### config.mk
export PLATFORM = sky130hd
export DESIGN_NAME = adcs_ctrl_top
export DESIGN_NICKNAME = d
export VERILOG_FILES = /design/src/rtl/adcs_pkg.sv /design/src/rtl/adcs_if.sv /design/src/rtl/adcs_ctrl_top.sv /design/src/rtl/adcs_axil_slave.sv /design/src/rtl/adcs_conv_engine.sv
export SDC_FILE = /design/constraint.sdc
export NUM_CORES = 1
export LEC_CHECK = 0
export BUFFER_PORTS_ARGS = -buffer_cell sky130_fd_sc_hd__buf_2
export CORE_ASPECT_RATIO = 1.4
export CORE_MARGIN = 3
export CORE_UTILIZATION = 62
export CTS_BUF_LIST = sky130_fd_sc_hd__clkbuf_8
export DETAILED_ROUTE_END_ITERATION = 12
export PLACE_DENSITY = 0.85
export SYNTH_ARGS = -nofsm -noshare
export SYNTH_HDL_FRONTEND = slang
export SYNTH_HIERARCHICAL = 1
export SYNTH_SLANG_ARGS = --single-unit
### constraint.sdc
create_clock -name clk_sys -period 3.3 [get_ports clk_sys]
set_input_delay 0.66 -clock clk_sys [delete_from_list [all_inputs] [get_ports clk_sys]]
set_output_delay 0.66 -clock clk_sys [all_outputs]
set_load 0.02 [all_outputs]
### src/rtl/adcs_pkg.sv
package adcs_pkg;

  // register byte offsets
  localparam logic [5:0] CTRL_OFS     = 6'h00;
  localparam logic [5:0] SEL_OFS      = 6'h04;
  localparam logic [5:0] STAT_OFS     = 6'h08;
  localparam logic [5:0] RES_BASE_OFS = 6'h20;

  // converter_control_a field positions
  localparam int CTRL_MODE_LSB = 0;
  localparam int CTRL_TRIG_LSB = 2;
  localparam int CTRL_GO_BIT   = 4;

  // input_select_register field positions
  localparam int SEL_CHAN_LSB  = 0;
  localparam int SEL_GROUP_LSB = 4;
  localparam int SEL_EXT_BIT   = 8;

  // status field positions
  localparam int STAT_BUSY_BIT  = 0;
  localparam int STAT_ARMED_BIT = 1;
  localparam int STAT_PTR_LSB   = 4;
  localparam int STAT_BAD_BIT   = 8;

  // reset values
  localparam logic [31:0] CTRL_RST = 32'h0000_0000;
  localparam logic [31:0] SEL_RST  = 32'h0000_0000;

  // conversion timing, in fAD cycles except the conversion itself (phiAD cycles)
  localparam logic [7:0] START_CYCLES = 8'h02;
  localparam logic [7:0] CONV_CYCLES  = 8'h28;
  localparam logic [7:0] END_CYCLES   = 8'h02;

  localparam int         RES_W      = 10;
  localparam int         NUM_RES    = 8;
  localparam logic [3:0] REF_INDEX  = 4'hc;
  localparam logic [1:0] GROUP_HIGH = 2'h1;

  typedef enum logic [1:0] {MODE_ONE_SHOT, MODE_REPEAT0, MODE_REPEAT1, MODE_RSVD} adcs_mode_t;
  typedef enum logic [1:0] {TRIG_SOFT, TRIG_RSVD, TRIG_TIMER, TRIG_EXT} adcs_trig_t;

endpackage

### src/rtl/adcs_if.sv
`timescale 1ns/1ps
interface adcs_reg_if;
  logic        wr_req;
  logic [5:0]  wr_addr;
  logic [31:0] wr_data;
  logic [3:0]  wr_strb;
  logic        wr_err;
  logic        rd_req;
  logic [5:0]  rd_addr;
  logic [31:0] rd_data;
  logic        rd_err;
  modport bus  (output wr_req, wr_addr, wr_data, wr_strb, rd_req, rd_addr, input wr_err, rd_data, rd_err);
  modport regs (input wr_req, wr_addr, wr_data, wr_strb, rd_req, rd_addr, output wr_err, rd_data, rd_err);
endinterface

interface adcs_eng_if;
  logic                       start;
  logic                       abort;
  logic                       busy;
  logic                       done;
  logic [adcs_pkg::RES_W-1:0] result;
  modport ctrl (output start, abort, input busy, done, result);
  modport eng  (input start, abort, output busy, done, result);
endinterface

### src/rtl/adcs_ctrl_top.sv
// Design decisions made here: the placing of the registers and the AXI4-Lite slave port.
`timescale 1ns/1ps
module adcs_ctrl_top #(
  parameter int CLK_DIV = 1
) (
  input  wire logic                       clk_sys,
  input  wire logic                       arst_n,
  input  wire logic                       s_axi_awvalid,
  output logic                            s_axi_awready,
  input  wire logic [5:0]                 s_axi_awaddr,
  input  wire logic                       s_axi_wvalid,
  output logic                            s_axi_wready,
  input  wire logic [31:0]                s_axi_wdata,
  input  wire logic [3:0]                 s_axi_wstrb,
  output logic                            s_axi_bvalid,
  input  wire logic                       s_axi_bready,
  output logic [1:0]                      s_axi_bresp,
  input  wire logic                       s_axi_arvalid,
  output logic                            s_axi_arready,
  input  wire logic [5:0]                 s_axi_araddr,
  output logic                            s_axi_rvalid,
  input  wire logic                       s_axi_rready,
  output logic [31:0]                     s_axi_rdata,
  output logic [1:0]                      s_axi_rresp,
  input  wire logic [adcs_pkg::RES_W-1:0] adc_data,
  input  wire logic                       timer_compare_event,
  input  wire logic                       external_trigger_pin,
  output logic [3:0]                      analog_sel,
  output logic                            conv_active,
  output logic                            conv_irq
);
  import adcs_pkg::*;

  typedef enum logic [1:0] {ST_IDLE, ST_ARMED, ST_RUN} adcs_run_t;
  typedef struct packed {
    adcs_mode_t                    mode;
    adcs_trig_t                    trig;
    logic                          go;
    logic [2:0]                    chan;
    logic [1:0]                    group;
    logic                          ext;
    adcs_run_t                     run;
    logic [2:0]                    ptr;
    logic                          ext_prev;
    logic                          tmr_prev;
    logic                          irq;
    logic                          res_bad;
    logic [3:0]                    cur_sel;
    logic [NUM_RES-1:0][RES_W-1:0] res;
  } adcs_ctrl_state_t;

  adcs_ctrl_state_t s_reg;
  adcs_ctrl_state_t s_next;
  adcs_reg_if       reg_bus ();
  adcs_eng_if       eng_bus ();

  logic        trig_hit;
  logic        start_c;
  logic        abort_c;
  logic        one_shot;
  logic [2:0]  dest;
  logic [3:0]  res_idx;
  logic [31:0] ctrl_word;
  logic [31:0] sel_word;
  logic [31:0] wr_val;

  function automatic logic [31:0] merge_bytes(input logic [31:0] old_v, input logic [31:0] new_v,
                                              input logic [3:0] strb);
    logic [31:0] r;
    r = old_v;
    for (int i = 0; i < 4; i++)
      if (strb[i])
        r[i*8 +: 8] = new_v[i*8 +: 8];
    return r;
  endfunction

  adcs_axil_slave u_bus (
    .clk_sys       (clk_sys),
    .arst_n        (arst_n),
    .s_axi_awvalid (s_axi_awvalid),
    .s_axi_awready (s_axi_awready),
    .s_axi_awaddr  (s_axi_awaddr),
    .s_axi_wvalid  (s_axi_wvalid),
    .s_axi_wready  (s_axi_wready),
    .s_axi_wdata   (s_axi_wdata),
    .s_axi_wstrb   (s_axi_wstrb),
    .s_axi_bvalid  (s_axi_bvalid),
    .s_axi_bready  (s_axi_bready),
    .s_axi_bresp   (s_axi_bresp),
    .s_axi_arvalid (s_axi_arvalid),
    .s_axi_arready (s_axi_arready),
    .s_axi_araddr  (s_axi_araddr),
    .s_axi_rvalid  (s_axi_rvalid),
    .s_axi_rready  (s_axi_rready),
    .s_axi_rdata   (s_axi_rdata),
    .s_axi_rresp   (s_axi_rresp),
    .rb            (reg_bus.bus)
  );

  adcs_conv_engine #(
    .CLK_DIV (CLK_DIV)
  ) u_eng (
    .clk_sys  (clk_sys),
    .arst_n   (arst_n),
    .adc_data (adc_data),
    .eb       (eng_bus.eng)
  );

  always_comb
  begin
    s_next          = s_reg;
    start_c         = 1'b0;
    abort_c         = 1'b0;
    wr_val          = 32'h0;
    reg_bus.wr_err  = 1'b0;
    s_next.ext_prev = external_trigger_pin;
    s_next.tmr_prev = timer_compare_event;
    s_next.irq      = 1'b0;
    one_shot        = (s_reg.mode != MODE_REPEAT0) && (s_reg.mode != MODE_REPEAT1);

    ctrl_word = CTRL_RST;
    ctrl_word[CTRL_MODE_LSB +: 2] = s_reg.mode;
    ctrl_word[CTRL_TRIG_LSB +: 2] = s_reg.trig;
    ctrl_word[CTRL_GO_BIT]        = s_reg.go;
    sel_word = SEL_RST;
    sel_word[SEL_CHAN_LSB +: 3]  = s_reg.chan;
    sel_word[SEL_GROUP_LSB +: 2] = s_reg.group;
    sel_word[SEL_EXT_BIT]        = s_reg.ext;

    unique case (s_reg.trig)
      TRIG_SOFT:  trig_hit = 1'b1;
      TRIG_TIMER: trig_hit = timer_compare_event && !s_reg.tmr_prev;
      TRIG_EXT:   trig_hit = s_reg.ext_prev && !external_trigger_pin;
      TRIG_RSVD:  trig_hit = 1'b0;
    endcase

    // reference and inputs 8-11 share the low registers
    if (s_reg.mode == MODE_REPEAT1)
      dest = s_reg.ptr;
    else if (s_reg.cur_sel[3])
      dest = {1'b0, s_reg.cur_sel[1:0]};
    else
      dest = s_reg.cur_sel[2:0];

    unique case (s_reg.run)
      ST_IDLE:
        s_next.run = ST_IDLE;
      ST_ARMED:
        if (trig_hit)
        begin
          start_c    = 1'b1;
          s_next.run = ST_RUN;
          s_next.ptr = 3'h0;
        end
      ST_RUN:
        if (eng_bus.done)
        begin
          s_next.res[dest] = eng_bus.result;
          s_next.ptr       = s_reg.ptr + 3'h1;
          if (s_reg.mode == MODE_REPEAT0)
            start_c = 1'b1;
          else if (s_reg.mode == MODE_REPEAT1)
          begin
            start_c    = 1'b1;
            s_next.irq = (s_reg.ptr == 3'h7);
          end
          else
          begin
            s_next.irq = 1'b1;
            if (s_reg.trig == TRIG_SOFT)
            begin
              s_next.go  = 1'b0;
              s_next.run = ST_IDLE;
            end
            else
              s_next.run = ST_ARMED;
          end
        end
      default:
        s_next.run = ST_IDLE;
    endcase

    // software write lands after the hardware clear, so a set wins
    if (reg_bus.wr_req)
    begin
      if (reg_bus.wr_addr[5:2] == CTRL_OFS[5:2])
      begin
        wr_val      = merge_bytes(ctrl_word, reg_bus.wr_data, reg_bus.wr_strb);
        s_next.mode = adcs_mode_t'(wr_val[CTRL_MODE_LSB +: 2]);
        s_next.trig = adcs_trig_t'(wr_val[CTRL_TRIG_LSB +: 2]);
        s_next.go   = wr_val[CTRL_GO_BIT];
        if (!wr_val[CTRL_GO_BIT])
        begin
          abort_c        = (s_reg.run == ST_RUN) && (s_next.run == ST_RUN);
          s_next.res_bad = s_reg.res_bad || abort_c;
          s_next.irq     = s_next.irq && !abort_c;
          start_c        = 1'b0;
          s_next.run     = ST_IDLE;
        end
        else if (s_next.run == ST_IDLE)
          s_next.run = ST_ARMED;
      end
      else if (reg_bus.wr_addr[5:2] == SEL_OFS[5:2])
      begin
        wr_val       = merge_bytes(sel_word, reg_bus.wr_data, reg_bus.wr_strb);
        s_next.chan  = wr_val[SEL_CHAN_LSB +: 3];
        s_next.group = wr_val[SEL_GROUP_LSB +: 2];
        s_next.ext   = wr_val[SEL_EXT_BIT];
      end
      else if (reg_bus.wr_addr[5:2] != STAT_OFS[5:2] && !reg_bus.wr_addr[5])
        reg_bus.wr_err = 1'b1;
    end

    // latch the input at every start; the engine converts that one
    if (start_c)
    begin
      if (s_reg.ext)
        s_next.cur_sel = REF_INDEX;
      else if (s_reg.group == GROUP_HIGH)
        s_next.cur_sel = {2'h2, s_reg.chan[1:0]};
      else
        s_next.cur_sel = {1'b0, s_reg.chan};
      s_next.res_bad = 1'b0;
    end

    // read side; results are read-only, one fixed word each
    res_idx         = reg_bus.rd_addr[5:2] - RES_BASE_OFS[5:2];
    reg_bus.rd_err  = 1'b0;
    reg_bus.rd_data = 32'h0;
    if (reg_bus.rd_addr[5:2] == CTRL_OFS[5:2])
      reg_bus.rd_data = ctrl_word;
    else if (reg_bus.rd_addr[5:2] == SEL_OFS[5:2])
      reg_bus.rd_data = sel_word;
    else if (reg_bus.rd_addr[5:2] == STAT_OFS[5:2])
    begin
      reg_bus.rd_data[STAT_BUSY_BIT]     = eng_bus.busy;
      reg_bus.rd_data[STAT_ARMED_BIT]    = (s_reg.run == ST_ARMED);
      reg_bus.rd_data[STAT_PTR_LSB +: 3] = s_reg.ptr;
      reg_bus.rd_data[STAT_BAD_BIT]      = s_reg.res_bad;
    end
    else if (res_idx < 4'(NUM_RES))
      reg_bus.rd_data = 32'(s_reg.res[res_idx[2:0]]);
    else
      reg_bus.rd_err = 1'b1;
  end

  always_ff @(posedge clk_sys or negedge arst_n)
  begin
    if (!arst_n)
      s_reg <= '0;
    else
      s_reg <= s_next;
  end

  assign eng_bus.start = start_c;
  assign eng_bus.abort = abort_c;
  assign analog_sel    = s_reg.cur_sel;
  assign conv_active   = eng_bus.busy;
  assign conv_irq      = s_reg.irq;
endmodule // adcs_ctrl_top

### src/rtl/adcs_axil_slave.sv
`timescale 1ns/1ps
module adcs_axil_slave (
  input  wire logic        clk_sys,
  input  wire logic        arst_n,
  input  wire logic        s_axi_awvalid,
  output logic             s_axi_awready,
  input  wire logic [5:0]  s_axi_awaddr,
  input  wire logic        s_axi_wvalid,
  output logic             s_axi_wready,
  input  wire logic [31:0] s_axi_wdata,
  input  wire logic [3:0]  s_axi_wstrb,
  output logic             s_axi_bvalid,
  input  wire logic        s_axi_bready,
  output logic [1:0]       s_axi_bresp,
  input  wire logic        s_axi_arvalid,
  output logic             s_axi_arready,
  input  wire logic [5:0]  s_axi_araddr,
  output logic             s_axi_rvalid,
  input  wire logic        s_axi_rready,
  output logic [31:0]      s_axi_rdata,
  output logic [1:0]       s_axi_rresp,
  adcs_reg_if.bus          rb
);
  typedef struct packed {
    logic        aw_got;
    logic        w_got;
    logic [5:0]  awaddr;
    logic [31:0] wdata;
    logic [3:0]  wstrb;
    logic        bvalid;
    logic [1:0]  bresp;
    logic        rvalid;
    logic [31:0] rdata;
    logic [1:0]  rresp;
  } adcs_axi_state_t;

  adcs_axi_state_t s_reg;
  adcs_axi_state_t s_next;

  // request side kept out of the process that reads the answer, so no false loop
  assign rb.wr_req  = s_reg.aw_got && s_reg.w_got && !s_reg.bvalid;
  assign rb.wr_addr = s_reg.awaddr;
  assign rb.wr_data = s_reg.wdata;
  assign rb.wr_strb = s_reg.wstrb;
  assign rb.rd_req  = s_axi_arvalid && !s_reg.rvalid;
  assign rb.rd_addr = s_axi_araddr;

  always_comb
  begin
    s_next = s_reg;
    if (s_axi_awvalid && s_axi_awready)
    begin
      s_next.aw_got = 1'b1;
      s_next.awaddr = s_axi_awaddr;
    end
    if (s_axi_wvalid && s_axi_wready)
    begin
      s_next.w_got = 1'b1;
      s_next.wdata = s_axi_wdata;
      s_next.wstrb = s_axi_wstrb;
    end
    if (rb.wr_req)
    begin
      s_next.aw_got = 1'b0;
      s_next.w_got  = 1'b0;
      s_next.bvalid = 1'b1;
      s_next.bresp  = rb.wr_err ? 2'h2 : 2'h0;
    end
    if (s_reg.bvalid && s_axi_bready)
      s_next.bvalid = 1'b0;
    if (rb.rd_req)
    begin
      s_next.rvalid = 1'b1;
      s_next.rdata  = rb.rd_data;
      s_next.rresp  = rb.rd_err ? 2'h2 : 2'h0;
    end
    if (s_reg.rvalid && s_axi_rready)
      s_next.rvalid = 1'b0;
  end

  always_ff @(posedge clk_sys or negedge arst_n)
  begin
    if (!arst_n)
      s_reg <= '0;
    else
      s_reg <= s_next;
  end

  // one write and one read in flight; new address waits for the response
  assign s_axi_awready = !s_reg.aw_got && !s_reg.bvalid;
  assign s_axi_wready  = !s_reg.w_got && !s_reg.bvalid;
  assign s_axi_bvalid  = s_reg.bvalid;
  assign s_axi_bresp   = s_reg.bresp;
  assign s_axi_arready = !s_reg.rvalid;
  assign s_axi_rvalid  = s_reg.rvalid;
  assign s_axi_rdata   = s_reg.rdata;
  assign s_axi_rresp   = s_reg.rresp;
endmodule // adcs_axil_slave

### src/rtl/adcs_conv_engine.sv
`timescale 1ns/1ps
module adcs_conv_engine #(
  parameter int CLK_DIV = 1
) (
  input  wire logic                       clk_sys,
  input  wire logic                       arst_n,
  input  wire logic [adcs_pkg::RES_W-1:0] adc_data,
  adcs_eng_if.eng                         eb
);
  import adcs_pkg::*;

  typedef enum logic [1:0] {PH_IDLE, PH_START, PH_CONV, PH_END} adcs_phase_t;
  typedef struct packed {
    adcs_phase_t      phase;
    logic [7:0]       cnt;
    logic [7:0]       div;
    logic [RES_W-1:0] result;
  } adcs_eng_state_t;

  adcs_eng_state_t s_reg;
  adcs_eng_state_t s_next;
  logic            tick;

  always_comb
  begin
    s_next  = s_reg;
    // phiAD enable from a free divider
    tick       = (s_reg.div == 8'(CLK_DIV - 1));
    s_next.div = tick ? 8'h00 : s_reg.div + 8'h01;
    unique case (s_reg.phase)
      PH_IDLE:
        if (eb.start)
        begin
          s_next.phase = PH_START;
          s_next.cnt   = 8'h00;
        end
      PH_START:
        if (s_reg.cnt == START_CYCLES - 8'h01)
        begin
          s_next.phase = PH_CONV;
          s_next.cnt   = 8'h00;
        end
        else
          s_next.cnt = s_reg.cnt + 8'h01;
      PH_CONV:
        if (tick)
        begin
          if (s_reg.cnt == CONV_CYCLES - 8'h01)
          begin
            s_next.phase  = PH_END;
            s_next.cnt    = 8'h00;
            s_next.result = adc_data;
          end
          else
            s_next.cnt = s_reg.cnt + 8'h01;
        end
      PH_END:
        if (s_reg.cnt == END_CYCLES - 8'h01)
        begin
          // a start in the done cycle chains the next run with no idle cycle
          s_next.phase = eb.start ? PH_START : PH_IDLE;
          s_next.cnt   = 8'h00;
        end
        else
          s_next.cnt = s_reg.cnt + 8'h01;
    endcase
    if (eb.abort)
    begin
      s_next.phase = PH_IDLE;
      s_next.cnt   = 8'h00;
    end
  end

  always_ff @(posedge clk_sys or negedge arst_n)
  begin
    if (!arst_n)
      s_reg <= '0;
    else
      s_reg <= s_next;
  end

  // done ignores abort: abort is built from done, gating it back would loop
  assign eb.done   = (s_reg.phase == PH_END) && (s_reg.cnt == END_CYCLES - 8'h01);
  assign eb.busy   = (s_reg.phase != PH_IDLE);
  assign eb.result = s_reg.result;
endmodule // adcs_conv_engine

==> After elaboration in Yosys (flattened, before gate mapping) <==
Index checks and enable logic that the tools add are counted.
{ "classes": {"n_addsub": 4, "order_cmp": 4, "eq_ne": 28, "mux": 90, "bitwise_logic": 1, "n_reduce_logical": 48} }
{ "op_table": {"columns": ["op", "count"], "rows": [
  ["bitwise mux 80 bit", 1],
  ["two-way mux 32 bit", 2],
  ["two-way mux 10 bit", 6],
  ["case mux 10 bit (4 select lines)", 1],
  ["two-way mux 1 bit", 37],
  ["two-way mux 35 bit", 1],
  ["two-way mux 2 bit", 16],
  ["binary-select mux 10 bit (select 3 bit)", 1],
  ["demux 10 bit (select 3 bit)", 1],
  ["two-way mux 5 bit", 6],
  ["two-way mux 8 bit", 3],
  ["two-way mux 23 bit", 1],
  ["two-way mux 6 bit", 3],
  ["!= test 3 x 2 -> 1 bit (second input constant)", 6],
  ["adder 8 x 1 -> 8 bit (second input constant)", 2],
  ["logical AND 1 bit", 16],
  ["nonzero test 2 bit", 8],
  ["equality test 2 bit (second input constant)", 7],
  ["two-way mux 3 bit", 4],
  ["AND reduction 3 bit", 4],
  ["equality test 2 x 1 -> 1 bit (second input constant)", 5],
  ["two-way mux 9 bit", 1],
  ["equality test 4 x 1 -> 1 bit (second input constant)", 2],
  ["equality test 8 x 1 -> 1 bit (second input constant)", 1],
  ["other kinds (25)", 40]
]} }
{ "word_totals": {"register_bits": 189, "inputBits": 67, "out_inout_bits": 47} }

==> Longest topological paths before layout <==
Gate-level depths: netlist of the first run.
{ "logic_depth": {"word_depth": 14, "ltp_mapped": 12} }

==> Cells and area by module <==
The synthesis of the first run kept the hierarchy.
{ "by_module_without_submodules": {"columns": ["mod", "instances", "cells_each", "area_each_um2", "seq_area_each_um2"], "rows": [
  ["adcs_ctrl_top", 1, 375, 5200.0, 2602.5],
  ["adcs_axil_slave", 1, 265, 3807.4, 2001.9],
  ["adcs_conv_engine", 1, 133, 1532.7, 700.7]
]} }

==> Worst setup path before layout of the first run <==
OpenSTA, ideal clock, no wires.
{ "synth_timing": {"kind": "register -> register", "startpoint": "register u_eng/s_reg[24] in the netlist's numbering", "endpoint": "register u_eng/s_reg[21] in the netlist's numbering", "setup_ps": 121, "arrival_ps": 2716, "t_required_ps": 3179, "path_slack_ps": 464, "stages_incl_launch_ff": 12, "cell_sequence": "dfrtp_1 > nor4_4 > and4_1 > nor3b_2 > o21bai_1 > o311ai_1 > nor3_1 > and3_1 > a211o_1 > o31a_2 > nor2b_2 > a22o_1"} }
{ "synth_via": {"elab_chain_cells": 11, "elab_cells_between_ends": 23} }
{ "synth_lines": {"columns": ["element", "line", "source"], "rows": [
  ["start: declaration", "adcs_conv_engine.sv:20", "adcs_eng_state_t s_reg;"],
  ["start signal: assignment", "adcs_conv_engine.sv:79", "s_reg <= s_next;"],
  ["equality test 8 x 1 -> 1 bit (*)", "adcs_conv_engine.sv:83", "assign eb.done = (s_reg.phase == PH_END) && (s_reg.cnt == END_CYCLES - 8'h01);"],
  ["logical AND 1 bit (*)", "adcs_conv_engine.sv:83", null],
  ["named net eng_bus.done", "adcs_if.sv:20", "logic done;"],
  ["two-way mux 5 bit (*)", "adcs_ctrl_top.sv:156", "if (eng_bus.done)"],
  ["case mux 2 bit (2 select lines) (*)", "adcs_ctrl_top.sv:145", "unique case (s_reg.run)"],
  ["equality test 2 bit (*)", "adcs_ctrl_top.sv:194", "abort_c = (s_reg.run == ST_RUN) && (s_next.run == ST_RUN);"],
  ["logical AND 1 bit (*)", "adcs_ctrl_top.sv:194", null],
  ["two-way mux 1 bit (*)", "adcs_ctrl_top.sv:192", "if (!wr_val[CTRL_GO_BIT])"],
  ["two-way mux 1 bit (*)", "adcs_ctrl_top.sv:186", "if (reg_bus.wr_addr[5:2] == CTRL_OFS[5:2])"],
  ["two-way mux 1 bit (*)", "adcs_ctrl_top.sv:184", "if (reg_bus.wr_req)"],
  ["named net abort_c", "adcs_ctrl_top.sv:59", "logic abort_c;"],
  ["!= test 3 x 2 -> 1 bit (no line)", null, null],
  ["AND reduction 2 bit (no line)", null, null]
]} }
Mark *: on every way through the listed nets, which the timed path passes. The rest lies on a longest branch. The select of a mux whose other input is x is not followed.
A chain may end at the register's enable or synchronous reset.

==> Worst setup path after layout of the first run <==
Ends and elaborated chain as after synthesis.

==> results of run 1 <==
-- worst register-to-register path, stage by stage, from the launching register on --
cell and delay (ns):
dfrtp_1 0.45, nor4_4 0.40, and4_1 0.29, nor3b_2 0.27, o32ai_1 0.17, nor3_2 0.29, and3_1 0.33, a211o_1 0.17
o31a_2 0.26, nor2b_2 0.28, a22o_1 0.16
-- layout by cell type, fill, tap and decap left out, types with 19 or more instances in the layout --
cell type,count
conb_1,24
mux2_2,131
mux2_4,19
mux4_2,20
nor2_1,21
dfrtp_1,183
o21ai_0,19
buf_2,79
nand3_1,19
inv_1,21
-- per-layer routing --
| metal | global-route usage [%] | share of wire [%] | vias up |
|---|---|---|---|
| met2 | 40.8 | 54 | 150 |
| met5 | 0 | 0 | - |
| met3 | 3.93 | 3.5 | 36 |
| met1 | 26.5 | 40 | 2784 |
| li1 | - | - | 2436 |
| met4 | 8.91 | 2.9 | 0 |
-- cell type report --
class	instances	area (sq um)
Clock buffer	17	234
Clock inverter	14	140
Fill cell	1024	4470
Timing Repair Buffer	94	524
Inverter	21	78.8
Tap cell	185	231
Multi-Input combinational cell	410	3910
Sequential cell	183	4580
-- power groups by stage --
stage,Combinational (mW),Clock [mW],Sequential (mW)
2_1_floorplan,1.21,0,2.69
3_3_place_gp,1.16,0,2.78
3_5_place_dp,1.21,0,2.81
4_1_cts,1.22,1.46,2.77
5_1_grt,1.32,1.54,2.81
6_report,1.22,1.42,2.76
-- how the worst min path moves through the flow --
| stage | endpoint | cells after the start |
|---|---|---|
| floorplan | analog_sel[0]$_DFFE_PN0N_ | 0 |
| global placement | s_reg[12]$_DFFE_PN0P_ | 1 |
| detailed placement | u_eng/s_reg[14]$_DFF_PN0_ | 1 |
| CTS | u_eng/s_reg[25]$_DFFE_PN0P_ | 1 |
| global route | u_eng/s_reg[21]$_DFFE_PN0P_ | 1 |
| finish | u_eng/s_reg[21]$_DFFE_PN0P_ | 1 |
-- metrics by stage --
stage / worst slack [ns] / std cells / utilization [%] / cell area, sq um
2_1_floorplan: 0.464 / 705 / - / 9240
3_3_place_gp: 0.346 / 893 / 65.8 / 9320
3_5_place_dp: 0.143 / 893 / 65.8 / 9320
4_1_cts: 0.0878 / 924 / 68.4 / 9700
5_1_grt: 0.00739 / 924 / 68.5 / 9700
6_report: 0.189 / 924 / 68.5 / 9700
==> impl_metrics.ini, run 1 <==
[global_route]
grt.overflow.total = 0
grt_pass1_wl_microns = 28500
track_usage_pct = 22.6
grt_pass1_vias = 5656
antenna_found_initial = 0
grt_max_degree = 76

[cells_and_area]
num_antenna_cells = 0
drive_gt1_share_pct = 43.2
largest_reg_flops = 94
fin_nets = 808
area_growth_syn_to_layout_pct = 5.90

[floorplanning]
die-area_sq_um = 16300
core_area_sq_um = 14200
die_y_microns = 150
core.rowCount = 51
dieWidth_microns = 109
initial_core_util_pct = 64.7
io_pins = 114

[timing]
holdWs_ns = 0.217
tns_ns = 0
hold_violations = 0
slew_headroom_pct = 33.4
skew_ns = 0.0115
final.period_utilization_pct = 94.3
rsz0062_at_grt = false
tightest_slew_ns = 0.995
fin_crit_ns = 3.11
fmax_mhz = 321
maxSlewViolCount = 0
setup_viol = 0

[routing]
drc_errors = 0
wl_microns = 17400
viasPerCell = 5.85
wl_per_cell_microns = 18.9
drtIter0Drc = 251
drt_first_pass_iters = 5
drtAntennaViolNets = 0
vias = 5406

[setup_path]
max_stage_delay_ns = 0.45
cp.depth = 10
r2r_cells = 10
r2r-start = u_eng/s_reg[24]$_DFFE_PN0P_
timing.reg2reg.setup_slack_ns = 0.19
crit_start = u_eng/s_reg[24]$_DFFE_PN0P_
path_class = flop to flop
endpoint = u_eng/s_reg[21]$_DFFE_PN0P_
r2r-end = u_eng/s_reg[21]$_DFFE_PN0P_
end_kind = flop
path_cells = nor4_4 > and4_1 > nor3b_2 > o32ai_1 > nor3_2 > and3_1 > a211o_1 > o31a_2 > nor2b_2 > a22o_1
start_kind = flop
worstPathArrival_ns = 3.51
cp_max_fo = 10
cp_top_family = simple AND/OR/NAND/NOR gates
worst-path-buf-inv = 0
crit_required_ns = 3.70
crit_slowest_cell = dfrtp_1

[pwr]
leakagePower_nw = 4.74
internal_power_mw = 3.64
clockPowerShare_pct = 26.3
seq_power_share_pct = 51.2
peakVddDrop_mv = 0.499
combPwrFrac_pct = 22.5
powerDensity_nw_per_um2 = 557
power_switching_mw = 1.77
power_mw = 5.40
sw_frac_of_total_pct = 32.7

[flow_run]
maxCapViolCount = 0

[cts]
cts_max_level = 4
root_buffer = clkbuf_8
clkSinkCount = 183
clkTransAtPathRegs_ns = 0.09
cts_tree = built
cts_made_buffers = 17
clock_latency_ns = 0.45
cts_setup_buffers = 0
postCtsHoldBufs = 0
cts_resized = 0
clockBufferDepth = 2

[run_status]
status = completed

[synthesis]
yosysWarnings = 6
syn_area_sq_um = 9160
syn_inst = 683
syn_area_per_cell_sq_um = 13.4

[placement]
dp_hpwl_microns = 12300
place_congestion = 0.917
portBuffers = 80

[min_path]
hp-class = input pin to async pin
Power figures use the tool's default switching activity.
==> run 2, diff against run 1 <==
- CORE_UTILIZATION: 62 -> 56
- PLACE_DENSITY: 0.85 -> 0.81
- clock period: 3.3 -> 2.85 ns (I/O delays scaled with it)
==> impl_metrics.ini, run 2 (same netlist as run 1, synthesis figures left out) <==
[run_status]
status = completed

[cts]
clock_latency_ns = 0.46
cts_tree = built
clkSinkCount = 183
postCtsHoldBufs = 0
clockBufferDepth = 2
clkTransAtPathRegs_ns = 0.09
cts_max_level = 4
root_buffer = clkbuf_8
cts_made_buffers = 17

[cells_and_area]
area_growth_syn_to_layout_pct = 8.11
final_common_cell = dfrtp_1
drive_gt1_share_pct = 44.9
most-common-layout-cells = dfrtp_1, mux2_2, buf_2
postLayoutCellArea_sq_um = 9900
fin_nets = 821
fin_cells = 949
largest_reg_flops = 94
num_antenna_cells = 0

[setup_path]
r2r-end = u_eng/s_reg[24]$_DFFE_PN0P_
crit_required_ns = 3.20
r2r_cells = 11
path_class = flop to flop
end_kind = flop
cp_max_fo = 7
worstPathArrival_ns = 3.20
start_kind = flop
timing.reg2reg.setup_slack_ns = 0.01
r2r-start = u_eng/s_reg[24]$_DFFE_PN0P_

[floorplanning]
die_y_microns = 157
initial_core_util_pct = 57.9
io_pins = 114
dieWidth_microns = 114
core.rowCount = 54
core_area_sq_um = 15800
die-area_sq_um = 17900

[pwr]
leakagePower_nw = 4.83
power_mw = 6.46
powerDensity_nw_per_um2 = 653
peakVddDrop_mv = 0.502

[placement]
dp_slack_ns = 0.00287
place_congestion = 0.860
dp_hpwl_microns = 12700
placed_area_sq_um = 9420
numPlacedInstances = 912
portBuffers = 80

[min_path]
hp-class = input pin to async pin

[global_route]
grt.overflow.total = 0
grt_pass1_wl_microns = 29200
grt_pass1_vias = 5801
track_usage_pct = 20.8
grt_max_degree = 61
antenna_found_initial = 0

[timing]
setup_slack_ns = 0.00967
fmax_mhz = 352
final.period_utilization_pct = 99.7
fin_crit_ns = 2.84
holdWs_ns = 0.0795
setup_viol = 0
hold_violations = 0
maxSlewViolCount = 0
skew_ns = 0.0115
slew_headroom_pct = 52.4
tightest_slew_ns = 0.714

[flow_run]
maxCapViolCount = 0

[routing]
viasPerCell = 5.72
wl_per_cell_microns = 19.0
drtAntennaViolNets = 0
drt_first_pass_iters = 5
wl_microns = 18000
vias = 5428
drtIter0Drc = 219
drc_errors = 0
[run 2: critical path, cell delays in order (launching register included)]
cell and delay, ns:
dfrtp_2 0.44, nor4_4 0.30, and4_4 0.29, nor3b_4 0.24, o21bai_1 0.12, o311ai_1 0.15
nor3_2 0.12, and3_4 0.20, a211o_1 0.32, o31a_4 0.15, nor2b_2 0.19, a22o_1 0.21
[run 2: final cells by class]
cell class                 count  area (sq um)
clock buffer                  17           234
clock inverter                15           170
fill                        1181          5910
inverter                      21          78.8
multi-input combinational    410          3950
sequential                   183          4580
tap                          196           245
timing repair buffer         107           647
[run 2: layer usage]
layer | share of wire, % | GRT usage, %
met1 | 39 | 23.8
met2 | 55 | 38.3
met3 | 3.3 | 3.77
met4 | 2.4 | 7.70
met5 | 0 | 0
[run 2: worst max path at each step]
stage,to,start,depth (start not counted),slack [ns]
final,u_eng/s_reg[24]$_DFFE_PN0P_,u_eng/s_reg[24]$_DFFE_PN0P_,11,0.01
after global routing,u_eng/s_reg[22]$_DFFE_PN0P_,u_eng/s_reg[24]$_DFFE_PN0P_,11,-0.09
after CTS,u_eng/s_reg[22]$_DFFE_PN0P_,u_eng/s_reg[24]$_DFFE_PN0P_,11,0.009
after detailed placement,u_eng/s_reg[21]$_DFFE_PN0P_,u_eng/s_reg[24]$_DFFE_PN0P_,11,0.003
after global placement,u_eng/s_reg[24]$_DFFE_PN0P_,u_eng/s_reg[24]$_DFFE_PN0P_,11,0.07
after floorplan,u_eng/s_reg[21]$_DFFE_PN0P_,u_eng/s_reg[24]$_DFFE_PN0P_,11,0.01
[run 2: through the flow]
stage | util, % | setup TNS (ns)
2_1_floorplan | - | 0
4_1_cts | 62.2 | 0
5_1_grt | 62.6 | -0.509
6_report | 62.6 | 0
3_5_place_dp | 59.6 | 0
3_3_place_gp | 59.6 | 0
[run 2: power by group]
group	switching [mW]	internal, mW
registers	0.295	2.90
clock network	0.965	0.801
logic	0.788	0.712
[run 2: repair_timing]
action,CTS,global route
setup endpoints to repair,5,10
pin swaps,0,5
endpoints found under the hold margin,0,0
gates resized for setup,1,10
setup buffers,0,5
